File: config.mk
export PLATFORM = sky130hd
export DESIGN_NAME = ccg_top
export DESIGN_NICKNAME = d
export VERILOG_FILES = /design/src/rtl/ccg_pkg.sv /design/src/rtl/ccg_halt_detect.sv /design/src/rtl/ccg_prescaler.sv /design/src/rtl/ccg_top.sv
export SDC_FILE = /design/constraint.sdc
export NUM_CORES = 1
export LEC_CHECK = 0
export BUFFER_PORTS_ARGS = -buffer_cell sky130_fd_sc_hd__buf_2
export CAP_MARGIN = 20
export CELL_PAD_IN_SITES_DETAIL_PLACEMENT = 0
export CELL_PAD_IN_SITES_GLOBAL_PLACEMENT = 2
export CORE_ASPECT_RATIO = 1.5
export CORE_MARGIN = 3
export CORE_UTILIZATION = 32
export CTS_BUF_LIST = sky130_fd_sc_hd__clkbuf_2
export DETAILED_ROUTE_END_ITERATION = 6
export PLACE_DENSITY_LB_ADDON = 0.1
export SLEW_MARGIN = 20
export SYNTH_ARGS = -nofsm -noshare
export SYNTH_HDL_FRONTEND = slang
export SYNTH_SLANG_ARGS = --single-unit
File: constraint.sdc
create_clock -name clk_i -period 4.07 [get_ports clk_i]
set_input_delay 0.407 -clock clk_i [delete_from_list [all_inputs] [get_ports clk_i]]
set_output_delay 0.407 -clock clk_i [all_outputs]
set_load 0.03 [all_outputs]
File: src/rtl/ccg_pkg.sv
package ccg_pkg;

    // ------------------------------------------------------------
    // Register map (byte addresses)
    // ------------------------------------------------------------
    localparam logic [7:0] RC_CTRL_OFS   = 8'h00;
    localparam logic [7:0] CLK_CTRL_OFS  = 8'h04;
    localparam logic [7:0] IRQ_STAT_OFS  = 8'h08;
    localparam logic [7:0] IRQ_MASK_OFS  = 8'h0c;

    // ------------------------------------------------------------
    // Field positions
    // ------------------------------------------------------------
    localparam int RC_STANDBY_BIT    = 7;
    localparam int RC_FREQ_SEL_BIT   = 6;
    localparam int RC_SUPPLY_SEL_BIT = 5;
    localparam int RC_DIV_HI_BIT     = 1;
    localparam int RC_DIV_LO_BIT     = 0;
    localparam int EXT_SELECT_BIT    = 0;
    localparam int SRC_STATUS_BIT    = 1;
    localparam int HALT_SEEN_BIT     = 2;
    localparam int IRQ_SWITCH_BIT    = 0;

    // ------------------------------------------------------------
    // Reset values and masks
    // ------------------------------------------------------------
    localparam logic [7:0] RC_CTRL_RST   = 8'h00;
    localparam logic [7:0] RC_CTRL_RMASK = 8'he3;
    localparam logic [1:0] DIV_BY_2      = 2'h2;
    localparam logic [1:0] DIV_BY_4      = 2'h3;
    localparam logic [1:0] DIV_CNT_RST   = 2'h0;

    // ------------------------------------------------------------
    // Timing
    // ------------------------------------------------------------
    localparam int CLK_PERIOD_NS = 50;
    localparam int HALT_TIME_NS  = 2000;
    localparam int HALT_CYCLES   = (HALT_TIME_NS + CLK_PERIOD_NS - 1) / CLK_PERIOD_NS;
    localparam int PRESC_WIDTH   = 13;

    typedef enum logic [1:0] {
        SRC_RC     = 2'b00,
        SRC_EXT    = 2'b01,
        SRC_TO_EXT = 2'b10,
        SRC_TO_RC  = 2'b11
    } ccg_src_t;

endpackage : ccg_pkg

File: src/rtl/ccg_halt_detect.sv
`timescale 1ns/1ns
module ccg_halt_detect (
    // Clock and reset
    input  wire logic clk_i,
    input  wire logic rst_i,
    // External oscillator activity
    input  wire logic ext_tick_i,
    // Result
    output logic      halted_o
);

    // ------------------------------------------------------------
    // Silence counter
    // ------------------------------------------------------------
    logic [7:0] quiet_r;

    // Saturates, so a long stop never wraps back to running
    always_ff @(posedge clk_i) begin
        if (rst_i) begin
            quiet_r <= 8'h00;
        end else if (ext_tick_i) begin
            quiet_r <= 8'h00;
        end else if (quiet_r != 8'(ccg_pkg::HALT_CYCLES)) begin
            quiet_r <= quiet_r + 8'h01;
        end
    end

    always_ff @(posedge clk_i) begin
        if (rst_i) begin
            halted_o <= 1'b0;
        end else begin
            halted_o <= !ext_tick_i && (quiet_r == 8'(ccg_pkg::HALT_CYCLES));
        end
    end

endmodule : ccg_halt_detect

File: src/rtl/ccg_prescaler.sv
`timescale 1ns/1ns
module ccg_prescaler (
    // Clock and reset
    input  wire logic                              clk_i,
    input  wire logic                              rst_i,
    // System clock enable
    input  wire logic                              sys_tick_i,
    // Divided ticks, bit k is phi divided by 2 to the k+1
    output logic [ccg_pkg::PRESC_WIDTH-1:0]        div_tick_o
);

    logic [ccg_pkg::PRESC_WIDTH-1:0] cnt_r;

    always_ff @(posedge clk_i) begin
        if (rst_i) begin
            cnt_r <= '0;
        end else if (sys_tick_i) begin
            cnt_r <= cnt_r + 1'b1;
        end
    end

    // ------------------------------------------------------------
    // One tap per ratio, from /2 up to /8192
    // ------------------------------------------------------------
    genvar k;
    generate
        for (k = 0; k < ccg_pkg::PRESC_WIDTH; k++) begin : g_tap
            always_ff @(posedge clk_i) begin
                if (rst_i) begin
                    div_tick_o[k] <= 1'b0;
                end else begin
                    div_tick_o[k] <= sys_tick_i && (&cnt_r[k:0]);
                end
            end
        end
    endgenerate

endmodule : ccg_prescaler

File: src/rtl/ccg_top.sv
// The Wishbone interface to the registers and the register addresses were left to the implementer.
`timescale 1ns/1ns
// Operation
// - Two system clock sources are offered, the internal RC oscillator and the external one.
// - The system clock feeds a prescaler giving phi/2 down to phi/8192 to peripherals.
// - When the external oscillator stops, the system clock moves to the RC clock by itself.
// - A move from external to RC clock can raise an interrupt to the CPU.
// - Bit 7 of the RC control register set to 1 puts the RC oscillator in standby; resets 0.
// - Bit 6 picks the RC frequency, 0 for 8 MHz and 1 for 10 MHz; resets 0.
// - Bit 5 powers the RC from the bandgap when 0 and the regulated supply when 1.
// - Bits 4 to 2 of the RC control register always read 0.
// - Division field bits 1..0 pass the RC clock when 0x, halve it at 10, quarter it at 11.
// - A new division ratio acts at once after the write.
// - Division writes are taken only while the clock source status reads 0.
module ccg_top (
    // Clock and reset
    input  wire logic                              clk_i,
    input  wire logic                              rst_i,
    // Wishbone slave
    input  wire logic [7:0]                        wb_adr_i,
    input  wire logic [31:0]                       wb_dat_i,
    input  wire logic [3:0]                        wb_sel_i,
    input  wire logic                              wb_we_i,
    input  wire logic                              wb_cyc_i,
    input  wire logic                              wb_stb_i,
    output logic [31:0]                            wb_dat_o,
    output logic                                   wb_ack_o,
    // Oscillator ticks
    input  wire logic                              ext_osc_tick_i,
    input  wire logic                              rc_osc_tick_i,
    // RC oscillator controls
    output logic                                   rc_standby_o,
    output logic                                   rc_freq_select_o,
    output logic                                   rc_supply_select_o,
    // Clock outputs
    output logic                                   sys_tick_o,
    output logic [ccg_pkg::PRESC_WIDTH-1:0]        presc_tick_o,
    output logic                                   clock_source_status_o,
    // Interrupt
    output logic                                   irq_o
);

    // ------------------------------------------------------------
    // Declarations
    // ------------------------------------------------------------
    logic [7:0]       rc_control_reg_r;
    logic             ext_select_r;
    logic             halt_seen_r;
    logic             irq_stat_r;
    logic             irq_mask_r;
    logic [1:0]       rc_div_cnt_r;
    logic             rc_div_tick;
    logic             halted;
    logic             switch_evt;
    logic             wr_en;
    logic             wr_rc;
    logic             wr_div_ok;
    logic [31:0]      rd_data;
    ccg_pkg::ccg_src_t src_r;
    ccg_pkg::ccg_src_t src_nxt;

    // ------------------------------------------------------------
    // Bus decode
    // ------------------------------------------------------------
    function automatic logic hit(input logic [7:0] adr, input logic [7:0] ofs);
        hit = (adr == ofs);
    endfunction : hit

    // Write acts on the ack edge only, so one bus cycle writes once
    assign wr_en = wb_cyc_i && wb_stb_i && wb_we_i && !wb_ack_o && wb_sel_i[0];
    assign wr_rc = wr_en && hit(wb_adr_i, ccg_pkg::RC_CTRL_OFS);
    assign wr_div_ok = wr_rc && !clock_source_status_o;

    always_ff @(posedge clk_i) begin
        if (rst_i) begin
            wb_ack_o <= 1'b0;
        end else begin
            wb_ack_o <= wb_cyc_i && wb_stb_i && !wb_ack_o;
        end
    end

    always_comb begin
        rd_data = 32'h0000_0000;
        if (hit(wb_adr_i, ccg_pkg::RC_CTRL_OFS)) begin
            rd_data[7:0] = rc_control_reg_r & ccg_pkg::RC_CTRL_RMASK;
        end else if (hit(wb_adr_i, ccg_pkg::CLK_CTRL_OFS)) begin
            rd_data[ccg_pkg::EXT_SELECT_BIT] = ext_select_r;
            rd_data[ccg_pkg::SRC_STATUS_BIT] = clock_source_status_o;
            rd_data[ccg_pkg::HALT_SEEN_BIT]  = halt_seen_r;
        end else if (hit(wb_adr_i, ccg_pkg::IRQ_STAT_OFS)) begin
            rd_data[ccg_pkg::IRQ_SWITCH_BIT] = irq_stat_r;
        end else if (hit(wb_adr_i, ccg_pkg::IRQ_MASK_OFS)) begin
            rd_data[ccg_pkg::IRQ_SWITCH_BIT] = irq_mask_r;
        end
    end

    always_ff @(posedge clk_i) begin
        if (rst_i) begin
            wb_dat_o <= 32'h0000_0000;
        end else if (wb_cyc_i && wb_stb_i && !wb_ack_o) begin
            wb_dat_o <= rd_data;
        end
    end

    // ------------------------------------------------------------
    // RC control register
    // ------------------------------------------------------------
    always_ff @(posedge clk_i) begin
        if (rst_i) begin
            rc_control_reg_r <= ccg_pkg::RC_CTRL_RST;
        end else if (wr_rc) begin
            rc_control_reg_r[ccg_pkg::RC_STANDBY_BIT] <=
                wb_dat_i[ccg_pkg::RC_STANDBY_BIT];
            rc_control_reg_r[ccg_pkg::RC_FREQ_SEL_BIT] <=
                wb_dat_i[ccg_pkg::RC_FREQ_SEL_BIT];
            rc_control_reg_r[ccg_pkg::RC_SUPPLY_SEL_BIT] <=
                wb_dat_i[ccg_pkg::RC_SUPPLY_SEL_BIT];
            if (wr_div_ok) begin
                rc_control_reg_r[ccg_pkg::RC_DIV_HI_BIT] <=
                    wb_dat_i[ccg_pkg::RC_DIV_HI_BIT];
                rc_control_reg_r[ccg_pkg::RC_DIV_LO_BIT] <=
                    wb_dat_i[ccg_pkg::RC_DIV_LO_BIT];
            end
        end
    end

    always_ff @(posedge clk_i) begin
        if (rst_i) begin
            rc_standby_o       <= 1'b0;
            rc_freq_select_o   <= 1'b0;
            rc_supply_select_o <= 1'b0;
        end else begin
            rc_standby_o       <= rc_control_reg_r[ccg_pkg::RC_STANDBY_BIT];
            rc_freq_select_o   <= rc_control_reg_r[ccg_pkg::RC_FREQ_SEL_BIT];
            // Regulated supply trades frequency accuracy for power
            rc_supply_select_o <= rc_control_reg_r[ccg_pkg::RC_SUPPLY_SEL_BIT];
        end
    end

    // ------------------------------------------------------------
    // Clock control register
    // ------------------------------------------------------------
    // A halt clears the external request; hardware beats software here
    always_ff @(posedge clk_i) begin
        if (rst_i) begin
            ext_select_r <= 1'b0;
        end else if (halted) begin
            ext_select_r <= 1'b0;
        end else if (wr_en && hit(wb_adr_i, ccg_pkg::CLK_CTRL_OFS)) begin
            ext_select_r <= wb_dat_i[ccg_pkg::EXT_SELECT_BIT];
        end
    end

    always_ff @(posedge clk_i) begin
        if (rst_i) begin
            halt_seen_r <= 1'b0;
        end else begin
            halt_seen_r <= halted;
        end
    end

    // ------------------------------------------------------------
    // RC divider
    // ------------------------------------------------------------
    // Counter restarts on a ratio write so the new ratio acts at once
    always_ff @(posedge clk_i) begin
        if (rst_i) begin
            rc_div_cnt_r <= ccg_pkg::DIV_CNT_RST;
        end else if (wr_div_ok) begin
            rc_div_cnt_r <= ccg_pkg::DIV_CNT_RST;
        end else if (rc_osc_tick_i) begin
            rc_div_cnt_r <= rc_div_cnt_r + 2'h1;
        end
    end

    always_comb begin
        rc_div_tick = 1'b0;
        case (rc_control_reg_r[ccg_pkg::RC_DIV_HI_BIT:ccg_pkg::RC_DIV_LO_BIT])
            ccg_pkg::DIV_BY_2: rc_div_tick = rc_osc_tick_i && rc_div_cnt_r[0];
            ccg_pkg::DIV_BY_4: rc_div_tick = rc_osc_tick_i && (&rc_div_cnt_r);
            default:           rc_div_tick = rc_osc_tick_i;
        endcase
    end

    // ------------------------------------------------------------
    // Source selection
    // ------------------------------------------------------------
    // Hand-over waits for a whole tick of the new source, never a partial one
    always_comb begin
        src_nxt = src_r;
        case (src_r)
            ccg_pkg::SRC_RC: begin
                if (ext_select_r && !halted) begin
                    src_nxt = ccg_pkg::SRC_TO_EXT;
                end
            end
            ccg_pkg::SRC_TO_EXT: begin
                if (halted || !ext_select_r) begin
                    src_nxt = ccg_pkg::SRC_RC;
                end else if (ext_osc_tick_i) begin
                    src_nxt = ccg_pkg::SRC_EXT;
                end
            end
            ccg_pkg::SRC_EXT: begin
                if (halted || !ext_select_r) begin
                    src_nxt = ccg_pkg::SRC_TO_RC;
                end
            end
            ccg_pkg::SRC_TO_RC: begin
                if (rc_div_tick) begin
                    src_nxt = ccg_pkg::SRC_RC;
                end
            end
            default: src_nxt = ccg_pkg::SRC_RC;
        endcase
    end

    always_ff @(posedge clk_i) begin
        if (rst_i) begin
            src_r <= ccg_pkg::SRC_RC;
        end else begin
            src_r <= src_nxt;
        end
    end

    assign switch_evt = (src_r == ccg_pkg::SRC_TO_RC) && rc_div_tick;

    // Status reads 1 whenever the external clock drives or is being left
    always_ff @(posedge clk_i) begin
        if (rst_i) begin
            clock_source_status_o <= 1'b0;
        end else begin
            clock_source_status_o <= (src_nxt == ccg_pkg::SRC_EXT) ||
                                     (src_nxt == ccg_pkg::SRC_TO_RC);
        end
    end

    always_ff @(posedge clk_i) begin
        if (rst_i) begin
            sys_tick_o <= 1'b0;
        end else begin
            case (src_r)
                ccg_pkg::SRC_EXT:    sys_tick_o <= ext_osc_tick_i;
                ccg_pkg::SRC_TO_EXT: sys_tick_o <= ext_osc_tick_i ? 1'b0 : rc_div_tick;
                ccg_pkg::SRC_TO_RC:  sys_tick_o <= rc_div_tick;
                default:             sys_tick_o <= rc_div_tick;
            endcase
        end
    end

    // ------------------------------------------------------------
    // Interrupt
    // ------------------------------------------------------------
    // Set wins over a write-one clear in the same cycle
    always_ff @(posedge clk_i) begin
        if (rst_i) begin
            irq_stat_r <= 1'b0;
        end else if (switch_evt) begin
            irq_stat_r <= 1'b1;
        end else if (wr_en && hit(wb_adr_i, ccg_pkg::IRQ_STAT_OFS) &&
                     wb_dat_i[ccg_pkg::IRQ_SWITCH_BIT]) begin
            irq_stat_r <= 1'b0;
        end
    end

    always_ff @(posedge clk_i) begin
        if (rst_i) begin
            irq_mask_r <= 1'b0;
        end else if (wr_en && hit(wb_adr_i, ccg_pkg::IRQ_MASK_OFS)) begin
            irq_mask_r <= wb_dat_i[ccg_pkg::IRQ_SWITCH_BIT];
        end
    end

    always_ff @(posedge clk_i) begin
        if (rst_i) begin
            irq_o <= 1'b0;
        end else begin
            irq_o <= irq_stat_r && irq_mask_r;
        end
    end

    // ------------------------------------------------------------
    // Submodules
    // ------------------------------------------------------------
    ccg_halt_detect u_halt (
        .clk_i      (clk_i),
        .rst_i      (rst_i),
        .ext_tick_i (ext_osc_tick_i),
        .halted_o   (halted)
    );

    ccg_prescaler u_presc (
        .clk_i      (clk_i),
        .rst_i      (rst_i),
        .sys_tick_i (sys_tick_o),
        .div_tick_o (presc_tick_o)
    );

endmodule : ccg_top

==> results of run 1 <==
[cell type report]
class	count	area, um2	share of cell area [%]
inverters	14	52.55	1.653
well taps	107	133.9	4.211
flip-flops and latches	60	1201	37.78
clock buffers	9	45.04	1.417
multi-input cells	224	1460	45.93
clock inverters	6	56.30	1.771
repair buffers	46	230.2	7.241
[cell families (layout without fill, tap and decap cells)]
group | count (synthesis) | count (layout) | share of synthesized area, %
other | 1 | 26 | 0.1311
buffers and inverters | 50 | 75 | 10.28
DFF | 60 | 60 | 41.98
and+or+nand+nor | 127 | 127 | 26.32
xor gates and xnor gates | 6 | 6 | 1.837
adders and majority gates | 11 | 11 | 4.810
AOI/OAI and AO/OA | 37 | 37 | 7.959
muxes | 17 | 17 | 6.690
[stage by stage]
stage	total power, mW	std cells	setup slack (ns)	hold WS [ns]	util (%)
floorplan	0.6986	334	2.215	0.4188	-
global placement	0.7029	451	2.075	0.4459	35.93
detailed placement	0.7035	451	2.078	0.4513	35.93
CTS	1.064	466	2.159	0.1180	37.11
global route	1.094	466	2.052	0.1564	37.11
finish	1.046	466	2.209	0.1608	37.11
[synthesized netlist by cell type, types with 3 or more instances]
cell type / count
xor2_1: 3
xnor2_1: 3
buf_4: 26
clkbuf_1: 7
nor3_1: 9
and2_1: 4
ha_1: 11
nand2b_1: 7
inv_1: 14
nand4_1: 10
dfxtp_1: 60
nor4_1: 6
o31ai_1: 3
nand2_1: 17
o21ai_0: 8
or3_1: 7
mux2i_1: 9
nand3_1: 12
or4_1: 3
nor2b_1: 14
a21oi_1: 16
nor2_1: 19
or2_2: 3
mux2_2: 7
[registers in the layout (all words and copies together) (netlist names), 2 cells and up]
| register | cells |
|---|---|
| u_presc.cnt_r | 13 |
| u_presc.div_tick_o | 13 |
| u_halt.quiet_r | 8 |
| wb_dat_o | 6 |
| rc_control_reg_r | 5 |
| rc_div_cnt_r | 2 |
| src_r | 2 |
[worst min-delay path by stage]
stage	from	depth (start not counted)	end
2_1_floorplan	irq_mask_r$_SDFFE_PP0P_	2	irq_o$_SDFF_PP0_
3_3_place_gp	wb_dat_o[7]$_SDFFE_PP0P_	2	wb_dat_o[7]$_SDFFE_PP0P_
3_5_place_dp	wb_dat_o[7]$_SDFFE_PP0P_	2	wb_dat_o[7]$_SDFFE_PP0P_
4_1_cts	wb_dat_i[0]	3	ext_select_r$_SDFFE_PP0P_
5_1_grt	wb_dat_i[0]	3	ext_select_r$_SDFFE_PP0P_
6_report	wb_dat_i[0]	3	ext_select_r$_SDFFE_PP0P_
[power by group through the flow]
stage | Combinational [mW] | Clock [mW] | Sequential, mW
after floorplan | 0.0865 | 0 | 0.612
after global placement | 0.0898 | 0 | 0.613
after detailed placement | 0.0904 | 0 | 0.613
after CTS | 0.0907 | 0.372 | 0.601
after global routing | 0.0995 | 0.392 | 0.603
final | 0.0903 | 0.355 | 0.601
[layer usage]
metal	up-vias	share of wire, %	track usage, %
met5	-	0	0
met4	0	2.9	8.589
met3	11	4.4	2.436
met2	50	52	22.99
met1	1044	40	14.50
li1	1132	-	-
==> flow_metrics.env, run 1 <==
export IMPL_hpwl_mm=4.720
export IMPL_drtAntennaViolNets=0
export IMPL_worst_r2r_setup_slack_ns=2.22
export IMPL_core_mm2=0.008567
export IMPL_p_sw_mw=0.2955
export IMPL_final_cell_mix="dfxtp_1, buf_2, conb_1"
export IMPL_combPwrFrac_pct=8.6
export IMPL_seq_area_frac_synth_pct=41.98
export IMPL_max_cap_violations=0
export IMPL_wire_per_inst_um=13.42
export IMPL_switching_share_pct=28.25
export IMPL_finalSetupViolCount=0
export IMPL_slew_violations=0
export IMPL_drive_gt1_share_pct=21.73
export IMPL_synth_area_top_cells="dfxtp_1, buf_4, ha_1, mux2i_1, nor2b_1"
export IMPL_drtIter0Drc=76
export IMPL_rr_worst_depth=3
export IMPL_startpoint="sys_tick_o$_SDFF_PP0_"
export IMPL_cpMaxStageDelayCell="dfxtp_1"
export IMPL_hold_buffers=0
export IMPL_htreeDepth=3
export IMPL_hp_class="in -> reg"
export IMPL_cts_buffers=9
export IMPL_yosys_area_top_type="dfxtp_1"
export IMPL_cts_sinks=60
export IMPL_n_antenna_cell=0
export IMPL_portBuffers=46
export IMPL_cellPowerDensity_mw_per_mm2=328.9
export IMPL_r2r_start="sys_tick_o$_SDFF_PP0_"
export IMPL_power_frac_clock_pct=33.9
export IMPL_rr_endpoint="u_presc.cnt_r[11]$_SDFFE_PP0P_"
export IMPL_die_x_um=83.21
export IMPL_die_h_um=121.8
export IMPL_period_needed_ns=1.861
export IMPL_dieArea_mm2=0.01014
export IMPL_synth_edf_count=0
export IMPL_tns_ns=0
export IMPL_ios=103
export IMPL_rows=41
export IMPL_post_cts_buffers=0
export IMPL_worst_pin_slew_ns=0.8624
export IMPL_syn_inst=309
export IMPL_grt_util_all_layers_pct=13.14
export IMPL_fill_cells=909
export IMPL_hold_viol=0
export IMPL_netlist_area_mm2=0.002861
export IMPL_async_flop_share_pct=0
export IMPL_synth_cell_types=49
export IMPL_grt_start_max_net_pins=47
export IMPL_placedInstanceArea_mm2=0.003078
export IMPL_initial_utilization_pct=33.40
export IMPL_grt_pass1_vias=2197
export IMPL_synth_avg_cell_area_um2=9.260
export IMPL_final_common_cell="dfxtp_1"
export IMPL_path_clk_slew_ns=0.17
export IMPL_root_buffer="clkbuf_2"
export IMPL_rsz0062_at_grt="false"
export IMPL_place_congestion=0.7082
export IMPL_clockBufferDepth=2
export IMPL_leakage_nw=1.289
export IMPL_finalCritPeriodShare_pct=45.72
export IMPL_detail_route_wirelength_mm=6.252
export IMPL_fin_skew_ns=0.01701
export IMPL_crit_end="sys_tick_o"
export IMPL_startpoint_type="register"
export IMPL_ys_ff_latch=60
export IMPL_status="finished clean"
export IMPL_critical_path_cell_chain="buf_2"
export IMPL_critPathTopFamily="flip-flops"
export IMPL_dr_pass1_iters=4
export IMPL_slowest_delay_ns=0.66
export IMPL_route_detailed_drc=0
export IMPL_crit_buf_inv=1
export IMPL_grt_overflow=0
export IMPL_num_vias=2237
export IMPL_area_delta_synth_final_pct=11.11
export IMPL_cts_resized=0
export IMPL_fmax_mhz=537.3
export IMPL_grt_pass1_wl_mm=10.41
export IMPL_routed_via_density=4.800
export IMPL_p_int_mw=0.7503
export IMPL_yosysWarnings=0
export IMPL_cp_max_fo=11
export IMPL_crit_cells=1
export IMPL_slew_headroom_pct=41.97
export IMPL_arrival_ns=1.45
export IMPL_clk_latency_ns=0.50
export IMPL_ir_worst_vdd_uv=96.59
export IMPL_synth_top_cell_area_share_pct=41.98
export IMPL_cp_required_ns=3.66
export IMPL_cts_tree="built"
export IMPL_antenna_found_initial=0
export IMPL_nets=417
export IMPL_crit_type="reg -> out"
export IMPL_ys_flop_type="dfxtp_1"
export IMPL_p_seq_share_pct=57.4
export IMPL_cp_end_kind="output port"
export IMPL_fin_area_mm2=0.003179
No activity file was read; power rests on OpenSTA's default activity.
==> run 2, diff against run 1 <==
Settings changed: ABC_AREA set to 1, CORE_UTILIZATION 32 to 28.
Clock period 4.07 ns to 1.8 ns, I/O delays scaled along.
==> flow_metrics.env, run 2 <==
export IMPL_max_cap_violations=0
export IMPL_n_antenna_cell=0
export IMPL_critical_path_cell_chain="ha_1, nand3_1, nor2_2, nand2_1, inv_1, ha_1, nor2_1, nor2_1"
export IMPL_portBuffers=46
export IMPL_arrival_ns=2.01
export IMPL_r2r_start="u_presc.cnt_r[0]$_SDFFE_PP0P_"
export IMPL_synth_top_cell_area_share_pct=44.06
export IMPL_final_cell_mix="dfxtp_1, nand2_1, buf_2"
export IMPL_dieArea_mm2=0.01098
export IMPL_num_vias=2255
export IMPL_p_int_mw=1.846
export IMPL_placedInstanceArea_mm2=0.002994
export IMPL_hp_start="wb_adr_i[3]"
export IMPL_route_detailed_drc=0
export IMPL_fmax_mhz=629.0
export IMPL_reg_top3="u_presc.cnt_r (13), u_presc.div_tick_o (13), u_halt.quiet_r (8)"
export IMPL_drive_gt1_share_pct=20.87
export IMPL_slew_violations=0
export IMPL_ir_worst_vdd_uv=354.9
export IMPL_power_total_mw=2.746
export IMPL_setup_ws_ns=0.2101
export IMPL_drtAntennaViolNets=0
export IMPL_fin_skew_ns=0.03003
export IMPL_cellPowerDensity_mw_per_mm2=859.1
export IMPL_cp_end_kind="register"
export IMPL_initial_utilization_pct=29.12
export IMPL_die_h_um=126.9
export IMPL_whs_ns=0.06980
export IMPL_rr_worst_depth=8
export IMPL_finalSetupViolCount=0
export IMPL_synth_avg_cell_area_um2=7.903
export IMPL_tns_ns=0
export IMPL_finalCritPeriodShare_pct=88.33
export IMPL_place_ws_ns=0.2301
export IMPL_ys_ff_latch=60
export IMPL_yosysWarnings=0
export IMPL_core_mm2=0.009361
export IMPL_syn_inst=345
export IMPL_period_needed_ns=1.590
export IMPL_grt_pass1_vias=2154
export IMPL_area_delta_synth_final_pct=17.26
export IMPL_cts_tree="built"
export IMPL_synth_area_top_cells="dfxtp_1, buf_4, nand2_1, nor2_1, ha_1"
export IMPL_leakage_nw=1.450
export IMPL_dpl_cell_count=499
export IMPL_hold_buffers=8
export IMPL_hold_viol=0
export IMPL_status="finished clean"
export IMPL_yosys_top_cells_count="dfxtp_1, nand2_1, nor2_1, inv_1"
export IMPL_drtIter0Drc=61
export IMPL_grt_overflow=0
export IMPL_switching_share_pct=32.79
export IMPL_wire_per_inst_um=11.71
export IMPL_synth_edf_count=0
export IMPL_grt_util_all_layers_pct=12.06
export IMPL_antenna_found_initial=0
export IMPL_place_congestion=0.7241
export IMPL_nets=469
export IMPL_yosys_area_top_type="dfxtp_1"
export IMPL_cts_resized=0
export IMPL_synth_cell_types=37
export IMPL_startpoint="u_presc.cnt_r[0]$_SDFFE_PP0P_"
export IMPL_root_buffer="clkbuf_2"
export IMPL_cp_required_ns=2.22
export IMPL_p_sw_mw=0.9005
export IMPL_combPwrFrac_pct=17.3
export IMPL_cpMaxStageDelayCell="dfxtp_1"
export IMPL_cp_max_fo=4
export IMPL_grt_start_max_net_pins=23
export IMPL_final_common_cell="dfxtp_1"
export IMPL_worstHoldPathCells=6
export IMPL_grt_pass1_wl_mm=10.05
export IMPL_yosysMostFrequentCell="dfxtp_1"
export IMPL_htreeDepth=3
export IMPL_cts_buffers=9
export IMPL_fin_cells=524
export IMPL_hp_class="in -> reg"
export IMPL_netlist_area_mm2=0.002726
export IMPL_fill_cells=1057
export IMPL_power_frac_clock_pct=30.1
export IMPL_seq_area_frac_synth_pct=44.06
export IMPL_cts_sinks=60
export IMPL_detail_route_wirelength_mm=6.135
export IMPL_rsz0062_at_grt="false"
export IMPL_hpwl_mm=4.624
export IMPL_ys_flop_type="dfxtp_1"
export IMPL_clockBufferDepth=2
export IMPL_ios=103
export IMPL_path_clk_slew_ns=0.19
export IMPL_async_flop_share_pct=0
export IMPL_routed_via_density=4.303
export IMPL_crit_type="reg -> reg"
export IMPL_dr_pass1_iters=4
export IMPL_slowest_delay_ns=0.41
export IMPL_rows=43
export IMPL_die_x_um=86.57
export IMPL_startpoint_type="register"
export IMPL_clk_latency_ns=0.51
export IMPL_post_cts_buffers=0
export IMPL_fin_area_mm2=0.003197
export IMPL_utilization_pct=34.15
export IMPL_p_seq_share_pct=52.7
==> run 2: final cells by class <==
type,count,area (um2),share of cell area (%)
flip-flops and latches,60,1201,37.57
clock buffers,9,45.04,1.409
repair buffers,58,342.8,10.72
multi-input cells,238,1247,39.02
inverters,40,152.6,4.775
well taps,112,140.1,4.384
clock inverters,7,67.56,2.114
==> run 2: power by group through the flow <==
stage	Sequential [mW]	Clock (mW)	Combinational (mW)
floorplan	1.51	0	0.340
global placement	1.47	0	0.471
detailed placement	1.48	0	0.468
CTS	1.45	0.884	0.483
global route	1.46	0.949	0.540
finish	1.45	0.826	0.474
==> run 2: logic make-up (layout without fill, tap and decap cells) <==
kind of cell,after synthesis,count (layout),share of synthesized area [%]
AND/OR/NAND/NOR,139,139,24.37
buffers and inverters,72,114,13.63
flip-flops,60,60,44.06
AO/OA/AOI/OAI,57,57,11.11
adder cells (fa/ha/maj),11,11,5.048
XOR/XNOR,4,4,1.285
other,1,26,0.1375
multiplexers,1,1,0.3672
==> run 2: final timing paths <==
check	to	slack [ns]
worst max-delay path	u_presc.cnt_r[8]$_SDFFE_PP0P_	0.21
worst min-delay path	wb_dat_o[6]$_SDFFE_PP0P_	0.07
worst max register to register	u_presc.cnt_r[8]$_SDFFE_PP0P_	0.21
worst min register to register	irq_o$_SDFF_PP0_	0.43
==> run 2: layer usage <==
metal  global-route usage [%]  part of all wire [%]  routed length [um]  vias to the layer above
li1                         -                     -                   -                     1186
met1                    12.22                    41                2522                     1017
met2                    21.42                    52                3209                       43
met3                    4.808                   4.7                 289                        9
met4                    5.229                   1.9                 114                        0
met5                        0                     0                   0                        -
==> run 2: critical path: cells and delay by family (launching register included) <==
kind / cells / cell delay [ns]
adder cells (fa/ha/maj): 2 / 0.43
buffers and inverters: 1 / 0.07
AND/OR/NAND/NOR: 5 / 0.59
flip-flops: 1 / 0.41
